### src/rtl/hsc_regs.svh
// register map, field positions, scale factors and timing counts
`ifndef HSC_REGS_SVH
`define HSC_REGS_SVH
`define CLK_MHZ 100
`define T_CARRIER_US 50
`define T_TICK_US 1000
`define T_HALL_MS 200
`define CARRIER_CYC (`T_CARRIER_US * `CLK_MHZ)
`define TICK_CYC (`T_TICK_US * `CLK_MHZ)
`define HALL_TO_CYC (`T_HALL_MS * 1000 * `CLK_MHZ)
`define ADR_CTRL 8'h00
`define ADR_STAT 8'h04
`define ADR_SPEED 8'h08
`define ADR_GAIN 8'h0C
`define ADR_DUTY 8'h10
`define CTRL_CHOP 0
`define CTRL_CLR 1
`define CTRL_RST 32'h0000_0000
`define GAIN_RST 32'h0000_0210
`define FWD_ZERO 12'h800
`define FWD_TOP 12'hFFF
`define REV_ZERO 12'h7FF
`define CMD_MAX_RPM 2650
`define CMD_K ((`CMD_MAX_RPM * 65536) / (`FWD_TOP - `FWD_ZERO))
`define VBUS_FULL_DV 1110
`define VBUS_TOP 12'hFFF
`define VBUS_K ((`VBUS_FULL_DV * 65536) / `VBUS_TOP)
`define I_TOP 12'hE8B
`define I_SPAN_MA 25000
`define I_OFS_MA 12500
`define I_K ((`I_SPAN_MA * 65536) / `I_TOP)
`define OC_LIMIT_MA 890
`define OV_LIMIT_DV 280
`define UV_LIMIT_DV 140
`define OS_LIMIT_RPM 3000
`define BOOT_V_DV 40
`define V_MAX_DV 240
`define INTEG_LIM (`V_MAX_DV * 256)
`define POLE_PAIRS 4
`define RPM_NUM (60 * 1000000 / `POLE_PAIRS * `CLK_MHZ)
`define HALL_PER_REV 6
`endif

### src/rtl/hsc_pkg.sv
// types shared by the hall commutation controller
package hsc_pkg;
  typedef enum logic [1:0] {
    DRIVE_STOPPED_STATE = 2'b00,
    DRIVE_ACTIVE_STATE = 2'b01,
    DRIVE_ERROR_STATE = 2'b10
  } drive_e;

  typedef struct packed {
    logic [11:0] speedCode;
    logic [11:0] vbusCode;
    logic [11:0] iuCode;
    logic [11:0] iwCode;
  } adc_s;

  typedef struct packed {
    logic uHi;
    logic uLo;
    logic vHi;
    logic vLo;
    logic wHi;
    logic wLo;
  } gate_s;

  typedef struct packed {
    logic hallPat;
    logic hallTo;
    logic overSpd;
    logic underV;
    logic overV;
    logic overI;
  } fault_s;
endpackage

### src/rtl/hall_sensor_commutation_control.sv
// hall sensor commutation controller with wishbone register slave
//
// Design decisions made here: register access over Wishbone and the address map.
`timescale 1ns/10ps
`default_nettype none
`include "hsc_regs.svh"
module hall_sensor_commutation_control #(
  parameter int CarrierCyc = `CARRIER_CYC, // carrier period in cycles
  parameter int TickCyc = `TICK_CYC, // speed loop period in cycles
  parameter int HallToCyc = `HALL_TO_CYC // hall silence limit in cycles
) (
  input wire logic ref_clk, // 100 MHz clock
  input wire logic nrst, // sync reset, active low
  input wire logic wbCyc, // bus cycle
  input wire logic wbStb, // strobe
  input wire logic wbWe, // write enable
  input wire logic [7:0] wbAdr, // byte address
  input wire logic [3:0] wbSel, // byte enables
  input wire logic [31:0] wbDatI, // write data
  output logic [31:0] wbDatO, // read data
  output logic wbAck, // acknowledge
  input wire logic startStopSwitch, // pin, low runs
  input wire logic [2:0] hallIn, // pins, u v w
  input wire logic emergencyStopN, // pin, low stops gates
  input wire logic adcValid, // new conversion set
  input wire hsc_pkg::adc_s adcData, // raw codes
  output var hsc_pkg::gate_s gateOut, // gate levels
  output var hsc_pkg::gate_s gateOe // gate enables
);
  import hsc_pkg::*;

  function automatic logic [15:0] scale(input logic [11:0] code, input logic [31:0] k);
    logic [43:0] p;
    p = {32'h0000_0000, code} * {12'h000, k};
    return p[31:16];
  endfunction

  function automatic logic [15:0] mag(input logic signed [15:0] v);
    return v[15] ? 16'(-v) : v;
  endfunction

  function automatic logic [31:0] merge(input logic [31:0] o, input logic [31:0] n,
                                        input logic [3:0] s);
    logic [31:0] r;
    r = o;
    for (int i = 0; i < 4; i++) begin
      if (s[i]) begin
        r[i*8 +: 8] = n[i*8 +: 8];
      end
    end
    return r;
  endfunction

  // sector 7 marks a pattern no rotor position can give
  function automatic logic [2:0] hallSector(input logic [2:0] h);
    unique case (h)
      3'b101: return 3'd0;
      3'b001: return 3'd1;
      3'b011: return 3'd2;
      3'b010: return 3'd3;
      3'b110: return 3'd4;
      3'b100: return 3'd5;
      default: return 3'd7;
    endcase
  endfunction

  logic swS1_r, swS_r, estS1_r, estS_r;
  logic [2:0] hallS1_r, hallS_r, hallPrev_r;
  logic hallEdge;

  // pins pass two flops; only the second is read
  always_ff @(posedge ref_clk) begin
    if (!nrst) begin
      swS1_r <= 1'b1;
      swS_r <= 1'b1;
      estS1_r <= 1'b1;
      estS_r <= 1'b1;
      hallS1_r <= 3'h0;
      hallS_r <= 3'h0;
      hallPrev_r <= 3'h0;
    end else begin
      swS1_r <= startStopSwitch;
      swS_r <= swS1_r;
      estS1_r <= emergencyStopN;
      estS_r <= estS1_r;
      hallS1_r <= hallIn;
      hallS_r <= hallS1_r;
      hallPrev_r <= hallS_r;
    end
  end
  assign hallEdge = hallS_r != hallPrev_r;

  logic [31:0] freeRunningTimer_r, carrCnt_r, tickCnt_r, hallToCnt_r;
  logic carrTick, msTick;
  drive_e state_r;
  assign carrTick = carrCnt_r == 32'(CarrierCyc - 1);
  assign msTick = tickCnt_r == 32'(TickCyc - 1);

  always_ff @(posedge ref_clk) begin
    if (!nrst) begin
      freeRunningTimer_r <= 32'h0000_0000;
      carrCnt_r <= 32'h0000_0000;
      tickCnt_r <= 32'h0000_0000;
    end else begin
      freeRunningTimer_r <= freeRunningTimer_r + 32'h0000_0001;
      carrCnt_r <= carrTick ? 32'h0000_0000 : carrCnt_r + 32'h0000_0001;
      tickCnt_r <= msTick ? 32'h0000_0000 : tickCnt_r + 32'h0000_0001;
    end
  end

  always_ff @(posedge ref_clk) begin
    if (!nrst || state_r != DRIVE_ACTIVE_STATE || hallEdge) begin
      hallToCnt_r <= 32'h0000_0000;
    end else if (hallToCnt_r != 32'(HallToCyc)) begin
      hallToCnt_r <= hallToCnt_r + 32'h0000_0001;
    end
  end

  logic [31:0] capHist_r [0:5];
  logic [31:0] period_r;
  logic [2:0] edgeCnt_r;
  logic spdReq_r, boot_r;

  always_ff @(posedge ref_clk) begin
    if (hallEdge) begin
      capHist_r[0] <= freeRunningTimer_r;
      for (int i = 1; i < 6; i++) begin
        capHist_r[i] <= capHist_r[i-1];
      end
      period_r <= freeRunningTimer_r - capHist_r[5];
    end
  end

  // history is trusted only after a full revolution since start
  always_ff @(posedge ref_clk) begin
    if (!nrst || state_r != DRIVE_ACTIVE_STATE) begin
      edgeCnt_r <= 3'h0;
      boot_r <= 1'b1;
    end else begin
      if (hallEdge && edgeCnt_r != 3'(`HALL_PER_REV)) begin
        edgeCnt_r <= edgeCnt_r + 3'h1;
      end
      if (edgeCnt_r == 3'(`HALL_PER_REV)) begin
        boot_r <= 1'b0;
      end
    end
  end

  logic [15:0] cmdRpm_r, vbusDv_r, measRpm_r, vCmd_r, dutyCmp_r;
  logic signed [15:0] iuMa_r, iwMa_r;
  logic revRot_r;

  always_ff @(posedge ref_clk) begin
    if (!nrst) begin
      cmdRpm_r <= 16'h0000;
      revRot_r <= 1'b0;
      vbusDv_r <= 16'h0000;
      iuMa_r <= 16'sh0000;
      iwMa_r <= 16'sh0000;
    end else if (adcValid) begin
      revRot_r <= !adcData.speedCode[11];
      cmdRpm_r <= adcData.speedCode[11]
        ? scale(adcData.speedCode - `FWD_ZERO, `CMD_K)
        : scale(`REV_ZERO - adcData.speedCode, `CMD_K);
      vbusDv_r <= scale(adcData.vbusCode, `VBUS_K);
      iuMa_r <= $signed(scale(adcData.iuCode, `I_K) - 16'(`I_OFS_MA));
      iwMa_r <= $signed(scale(adcData.iwCode, `I_K) - 16'(`I_OFS_MA));
    end
  end

  logic divBusy_r, divSel_r, divDone_r, dutyReq_r, remGe, takeSpd, takeDuty;
  logic [31:0] divNum_r, divDen_r, divRem_r;
  logic [4:0] divCnt_r;
  logic [32:0] remSh;
  assign remSh = {divRem_r, divNum_r[31]};
  assign remGe = remSh >= {1'b0, divDen_r};
  assign takeSpd = !divBusy_r && spdReq_r;
  assign takeDuty = !divBusy_r && !spdReq_r && dutyReq_r;

  // a new request in the cycle its old one is taken stays pending
  always_ff @(posedge ref_clk) begin
    if (!nrst) begin
      spdReq_r <= 1'b0;
      dutyReq_r <= 1'b0;
    end else begin
      spdReq_r <= (hallEdge && edgeCnt_r == 3'(`HALL_PER_REV)) || (spdReq_r && !takeSpd);
      dutyReq_r <= msTick || (dutyReq_r && !takeDuty);
    end
  end

  // one shared serial divider; 32 cycles per quotient saves two arrays
  always_ff @(posedge ref_clk) begin
    if (!nrst) begin
      divBusy_r <= 1'b0;
      divSel_r <= 1'b0;
      divDone_r <= 1'b0;
      divNum_r <= 32'h0000_0000;
      divDen_r <= 32'h0000_0000;
      divRem_r <= 32'h0000_0000;
      divCnt_r <= 5'h00;
    end else if (takeSpd || takeDuty) begin
      divBusy_r <= 1'b1;
      divSel_r <= takeDuty;
      divDone_r <= 1'b0;
      divNum_r <= takeSpd ? 32'(`RPM_NUM) : 32'({16'h0000, vCmd_r} * 32'(CarrierCyc));
      divDen_r <= takeSpd ? period_r : {16'h0000, vbusDv_r};
      divRem_r <= 32'h0000_0000;
      divCnt_r <= 5'h00;
    end else begin
      divDone_r <= divBusy_r && divCnt_r == 5'h1F;
      if (divBusy_r) begin
        divRem_r <= remGe ? 32'(remSh - {1'b0, divDen_r}) : remSh[31:0];
        divNum_r <= {divNum_r[30:0], remGe};
        divCnt_r <= divCnt_r + 5'h01;
        divBusy_r <= divCnt_r != 5'h1F;
      end
    end
  end

  // a stale speed from the last run would trip overspeed at every restart
  always_ff @(posedge ref_clk) begin
    if (!nrst || state_r != DRIVE_ACTIVE_STATE) begin
      measRpm_r <= 16'h0000;
    end else if (divDone_r && !divSel_r) begin
      measRpm_r <= divNum_r[31:16] != 16'h0000 ? 16'hFFFF : divNum_r[15:0];
    end
  end

  always_ff @(posedge ref_clk) begin
    if (!nrst) begin
      dutyCmp_r <= 16'h0000;
    end else if (divDone_r && divSel_r) begin
      dutyCmp_r <= divNum_r > 32'(CarrierCyc) ? 16'(CarrierCyc) : divNum_r[15:0];
    end
  end

  logic [31:0] ctrl_r, gain_r;
  logic signed [31:0] spdErr, integ_r, integSum, integNxt, vRaw;

  always_comb begin
    spdErr = 32'($signed({1'b0, cmdRpm_r})) - 32'($signed({1'b0, measRpm_r}));
    integSum = integ_r + spdErr * $signed({24'h00_0000, gain_r[15:8]});
    integNxt = integSum > `INTEG_LIM ? `INTEG_LIM
             : (integSum < -`INTEG_LIM ? -`INTEG_LIM : integSum);
    vRaw = (spdErr * $signed({24'h00_0000, gain_r[7:0]}) + integNxt) >>> 8;
  end

  always_ff @(posedge ref_clk) begin
    if (!nrst || state_r != DRIVE_ACTIVE_STATE) begin
      integ_r <= 32'sh0000_0000;
      vCmd_r <= 16'h0000;
    end else if (boot_r) begin
      vCmd_r <= 16'(`BOOT_V_DV);
    end else if (msTick) begin
      integ_r <= integNxt;
      vCmd_r <= vRaw < 0 ? 16'h0000 : (vRaw > `V_MAX_DV ? 16'(`V_MAX_DV) : vRaw[15:0]);
    end
  end

  fault_s newFault, fault_r;
  logic errEvent, clrReq, wbHit, wbWr, ack_r;
  assign wbHit = wbCyc && wbStb && !ack_r;
  assign wbWr = wbHit && wbWe;
  assign clrReq = wbWr && wbAdr == `ADR_CTRL && wbSel[0] && wbDatI[`CTRL_CLR];

  always_comb begin
    newFault = '0;
    if (state_r == DRIVE_ACTIVE_STATE) begin
      if (carrTick) begin
        newFault.overI = mag(iuMa_r) > `OC_LIMIT_MA || mag(iwMa_r) > `OC_LIMIT_MA
                      || mag(16'(-(iuMa_r + iwMa_r))) > `OC_LIMIT_MA;
        newFault.overV = vbusDv_r > `OV_LIMIT_DV;
        newFault.underV = vbusDv_r < `UV_LIMIT_DV;
        newFault.overSpd = measRpm_r > `OS_LIMIT_RPM;
      end
      newFault.hallTo = hallToCnt_r == 32'(HallToCyc);
      newFault.hallPat = hallEdge && hallSector(hallS_r) == 3'd7;
    end
    if (!estS_r) begin
      newFault.overI = 1'b1;
    end
  end
  assign errEvent = |newFault;

  // new fault wins over a clear in the same cycle
  always_ff @(posedge ref_clk) begin
    if (!nrst) begin
      fault_r <= '0;
    end else begin
      fault_r <= (clrReq ? '0 : fault_r) | newFault;
    end
  end

  always_ff @(posedge ref_clk) begin
    if (!nrst) begin
      state_r <= DRIVE_STOPPED_STATE;
    end else if (errEvent) begin
      state_r <= DRIVE_ERROR_STATE;
    end else begin
      unique case (state_r)
        DRIVE_STOPPED_STATE: if (!swS_r) state_r <= DRIVE_ACTIVE_STATE;
        DRIVE_ACTIVE_STATE: if (swS_r) state_r <= DRIVE_STOPPED_STATE;
        DRIVE_ERROR_STATE: if (clrReq) state_r <= DRIVE_STOPPED_STATE;
        default: state_r <= DRIVE_STOPPED_STATE;
      endcase
    end
  end

  logic [31:0] rdData, datO_r;
  always_comb begin
    unique case (wbAdr)
      `ADR_CTRL: rdData = ctrl_r;
      `ADR_STAT: rdData = {22'h00_0000, revRot_r, fault_r, boot_r, state_r};
      `ADR_SPEED: rdData = {16'h0000, measRpm_r};
      `ADR_GAIN: rdData = gain_r;
      `ADR_DUTY: rdData = {16'h0000, dutyCmp_r};
      default: rdData = 32'h0000_0000;
    endcase
  end

  // clear bit is a pulse and never stored
  always_ff @(posedge ref_clk) begin
    if (!nrst) begin
      ack_r <= 1'b0;
      datO_r <= 32'h0000_0000;
      ctrl_r <= `CTRL_RST;
      gain_r <= `GAIN_RST;
    end else begin
      ack_r <= wbHit;
      if (wbHit) begin
        datO_r <= rdData;
      end
      if (wbWr && wbAdr == `ADR_CTRL) begin
        ctrl_r <= merge(ctrl_r, wbDatI, wbSel) & 32'h0000_0001;
      end
      if (wbWr && wbAdr == `ADR_GAIN) begin
        gain_r <= merge(gain_r, wbDatI, wbSel) & 32'h0000_FFFF;
      end
    end
  end
  assign wbAck = ack_r;
  assign wbDatO = datO_r;

  logic [2:0] sec, raw, upM, loM, hiOn, loOn;
  logic chopUp, pwmOn;
  gate_s gateOut_r, gateOe_r;

  always_comb begin
    raw = hallSector(hallS_r);
    sec = (!revRot_r || raw == 3'd7) ? raw : (raw >= 3'd3 ? raw - 3'd3 : raw + 3'd3);
    unique case (sec)
      3'd0: begin upM = 3'b100; loM = 3'b010; end
      3'd1: begin upM = 3'b100; loM = 3'b001; end
      3'd2: begin upM = 3'b010; loM = 3'b001; end
      3'd3: begin upM = 3'b010; loM = 3'b100; end
      3'd4: begin upM = 3'b001; loM = 3'b100; end
      3'd5: begin upM = 3'b001; loM = 3'b010; end
      default: begin upM = 3'b000; loM = 3'b000; end
    endcase
    // even sectors start a high leg, odd ones a low leg
    chopUp = !sec[0];
    pwmOn = carrCnt_r < {16'h0000, dutyCmp_r};
    hiOn = upM & {3{pwmOn || !chopUp}};
    loOn = loM & {3{pwmOn || chopUp}};
    if (ctrl_r[`CTRL_CHOP]) begin
      hiOn = hiOn | (chopUp ? 3'b000 : loM & {3{!pwmOn}});
      loOn = loOn | (chopUp ? upM & {3{!pwmOn}} : 3'b000);
    end
    if (state_r != DRIVE_ACTIVE_STATE || errEvent) begin
      hiOn = 3'b000;
      loOn = 3'b000;
    end
  end

  // no dead time here; the gate driver is expected to insert it
  always_ff @(posedge ref_clk) begin
    if (!nrst) begin
      gateOut_r <= '0;
      gateOe_r <= '1;
    end else begin
      gateOut_r <= {hiOn[2], loOn[2], hiOn[1], loOn[1], hiOn[0], loOn[0]};
      gateOe_r <= estS_r ? '1 : '0;
    end
  end
  assign gateOut = gateOut_r;
  assign gateOe = gateOe_r;
endmodule // hall_sensor_commutation_control
`default_nettype wire

### config.mk
export PLATFORM = sky130hd
export DESIGN_NAME = hall_sensor_commutation_control
export DESIGN_NICKNAME = d
export VERILOG_FILES = /design/src/rtl/hsc_pkg.sv /design/src/rtl/hall_sensor_commutation_control.sv
export VERILOG_INCLUDE_DIRS = /design/src /design/src/rtl
export SDC_FILE = /design/constraint.sdc
export NUM_CORES = 2
export LEC_CHECK = 0
export BUFFER_PORTS_ARGS = -buffer_cell sky130_fd_sc_hd__buf_4
export CAP_MARGIN = 30
export CORE_MARGIN = 4
export CORE_UTILIZATION = 40
export CTS_CLUSTER_SIZE = 14
export DETAILED_ROUTE_END_ITERATION = 7
export GPL_TIMING_DRIVEN = 0
export SLEW_MARGIN = 20
export SYNTH_ARGS = -nofsm -noshare
export SYNTH_HDL_FRONTEND = slang
export SYNTH_SLANG_ARGS = --single-unit
### constraint.sdc
create_clock -name ref_clk -period 14.5 [get_ports ref_clk]
set_input_delay 2.9 -clock ref_clk [delete_from_list [all_inputs] [get_ports ref_clk]]
set_output_delay 2.9 -clock ref_clk [all_outputs]
set_load 0.005 [all_outputs]
==> metrics <==
run status finished, final reports clean; Worst EP arrival 14.42 ns; Critical Path Most Common Cell fa_1; Fmax between 0.07 and 0.08 GHz; number of detailed-route iterations in the first pass 6; largest net degree at the start of global routing between 50 and 60; Die Y ~400 um; async set-reset flop share out of synthesis 0; clock skew 0.03239 ns; Synth cell types 99; register bit total from synthesis roughly 660; post-synthesis compound-gate area fraction 0.1115; Layout area overhead 11.04%; CP Max Fanout 10; CTS tree built; Synth Area in XOR/XNOR 0.04389; Reg clk slew, reported paths 0.06 ns; final core occ 0.4464; min Tclk post-route between 10 and 15 ns; largest family of logic cells by synthesized area adder cells; Area contributors post-synth fa_1, ha_1, dfxtp_1; port bufs around 110; Netlist Area Pre-Place between 60000 and 70000 um^2; antenna-violating nets left 0; via count ~47000; Slew @ Worst Pin approximately 1.0 ns; min setup slack post-route approximately 0.67 ns; CP peak stage delay about 0.60 ns; start of the worst register-to-register path cmdRpm_r[0]; Vias/cell 5.258; most area-hungry cell type in the Yosys netlist fa_1; routability cong. between 0.9 and 1; # DRC 0; final hold vios 0; # hold bufs at CTS 0; top cell type's share of synthesized area 0.1980; Hold/Removal Path Class reg -> reg; antenna violations before repair 6; count of clock tree sinks 661; Die W 398.7 um; layout cells sized above 1 0.05714; H-tree depth 3; Post-Synth Simple-Gate Area 0.1389; mux cell area share after synthesis 0.01742; core area between 150000 and 200000 um^2; Initial DRC Count around 3200; Synth Instances 6532; fin crit share 0.9536; reg2reg path depth 58; Main synth FF type dfxtp_1; Total Routing Usage GR 0.2051; relative slew slack 0.3180; final number of setup-violating endpoints 0; grt total ovfl 0; Initial Util 0.4020; Peak VDD IR 0.1606 mV; wire per inst approximately 18 um; cell count after placement 8700; Hold EP capHist_r[4][29]; Pwr Density 160.6 nW/um^2; EDFF count, synth 224; synth warn 0; critical path launch point type flop; Place WS -1.229 ns; Avg Synthesized Cell Area 9.349 um^2; adder-cell share of the synthesized area 0.3548; # nets final roughly 8200; Placed Area 64700 um^2; crit path kind reg -> reg; CTS root buf clkbuf_16; CTS max path bufs 3; first-pass GRT wire length 256.4 mm; vias in the first global route 46530; worst reg-to-reg setup slack roughly 0.67 ns; crit-path leading delay family adder cells; max-capacitance violation count 0; setup TNS 0 ns; Reg-to-Reg End vCmd_r[1]; Core Rows between 100 and 150; Seq/Total Area, Yosys 0.2534; Hold Startpoint capHist_r[3][29]; Die ar. approximately 160000 um^2; Num CTS Buffers 74; Lkg Pwr around 0.031 uW; Slew Limit Fails 0; Final Cell Area 67810 um^2; Required @ worst endpoint ~15 ns; final std cells w/o fill roughly 8900; clk_lat worst skew approximately 0.68 ns; io pins 148; Crit path buffers/inverters 6; CP max stage cell clkbuf_1; Worst Hold Depth 0; final WL 161.8 mm; Worst Setup End Kind flop; HPWL Detailed approximately 130 mm
[synth_stat cells (all sizes together) (15+ instances only)]
master / number
nand3: 140
and3: 62
a22oi: 48
ha: 765
o21ai: 244
nand2: 459
nor2b: 64
o211ai: 34
a211oi: 48
a21o: 84
o21bai: 31
o21a: 54
xnor2: 158
or3: 53
fa: 604
xor2: 148
a221oi: 18
a31oi: 33
buf: 37
o31ai: 15
dfxtp: 437
mux2i: 95
nor2: 486
clkbuf: 185
nor3: 124
inv: 1057
edfxtp: 224
a21oi: 280
nand2b: 51
nor4: 39
nand4: 49
and2: 162
a21boi: 16
[metrics by stage]
stage,total power (uW),hold WS [ns]
2_1_floorplan,7132,0.3736
3_3_place_gp,8689,0.3926
3_5_place_dp,8807,0.3980
4_1_cts,10850,0.3944
5_1_grt,11900,0.4179
6_report,10890,0.4031
[per-layer routing]
layer / wire, um / track usage
met4: 5014 / 0.06185
met3: 10850 / 0.04071
met1: 73460 / 0.2847
met5: 0 / 0
met2: 72500 / 0.3233
[layout make-up]
class	count	area [um^2]
Multi-Input combinational cell	4605	41110
Timing Repair Buffer	148	1224
Clock buffer	105	2135
Buffer	218	950.9
Fill cell	14650	84100
Clock inverter	29	382.9
Inverter	1059	3979
Sequential cell	661	15470
Tap cell	2030	2540
Antenna cell	4	10.01
[worst register-to-register path: cells and delay by family, from the launching register on]
kind | cells | cell delay, ns
adders and majority gates | 11 | 4.50
AOI/OAI and AO/OA | 19 | 3.95
and+or+nand+nor | 21 | 3.53
buffers and inverters | 6 | 1.03
xor gates and xnor gates | 1 | 0.45
DFF | 1 | 0.30
[power breakdown]
group          leakage [uW]  internal [uW]  switching, uW
combinational        0.0243           2690           4090
clock               0.00121           1130            816
sequential          0.00573           2080           88.0
total                0.0312           5900           4990
[cells by family (layout without fill, tap and decap cells)]
group,count (synthesis),count (layout)
simple gates,1760,1760
mux,104,104
buf+inv,1281,1559
fa+ha+maj,1369,1369
xor+xnor,306,306
other cells,1,20
flops,661,661
compound gates,1050,1050
[worst max path at each step]
stage	start	endpoint	slack (ns)	cells after the start
2_1_floorplan	measRpm_r[1]	vCmd_r[2]	1.87	59
3_3_place_gp	measRpm_r[1]	vCmd_r[2]	-1.05	58
3_5_place_dp	measRpm_r[1]	vCmd_r[2]	-1.23	58
4_1_cts	cmdRpm_r[0]	vCmd_r[5]	0.002	63
5_1_grt	cmdRpm_r[0]	vCmd_r[5]	-0.06	65
6_report	cmdRpm_r[0]	vCmd_r[1]	0.67	58
[cell usage in the layout (no fill, tap or decap), types with 143 or more instances in the layout]
| cell | n |
|---|---|
| inv_1 | 1054 |
| nor2_1 | 482 |
| fa_1 | 604 |
| and2_1 | 160 |
| dfxtp_1 | 437 |
| clkbuf_1 | 187 |
| a21oi_1 | 275 |
| buf_4 | 155 |
| xor2_1 | 143 |
| xnor2_1 | 156 |
| o21ai_0 | 227 |
| edfxtp_1 | 224 |
| ha_1 | 762 |
| nand2_1 | 457 |
[state kept, by name, summed over array words and instances (netlist names), 32 cells and up]
name / count
capHist_r: 192
carrCnt_r: 32
divDen_r: 32
divNum_r: 32
divRem_r: 32
freeRunningTimer_r: 32
hallToCnt_r: 32
integ_r: 32
period_r: 32
tickCnt_r: 32
[repair_timing]
action	in CTS	in global routing
gates cloned	0	0
gates resized for setup	36	60
pin swaps	2	24
buffers inserted	1	23
endpoints found under the setup margin	8	8
Note: power is estimated with default switching activity, not from simulation.
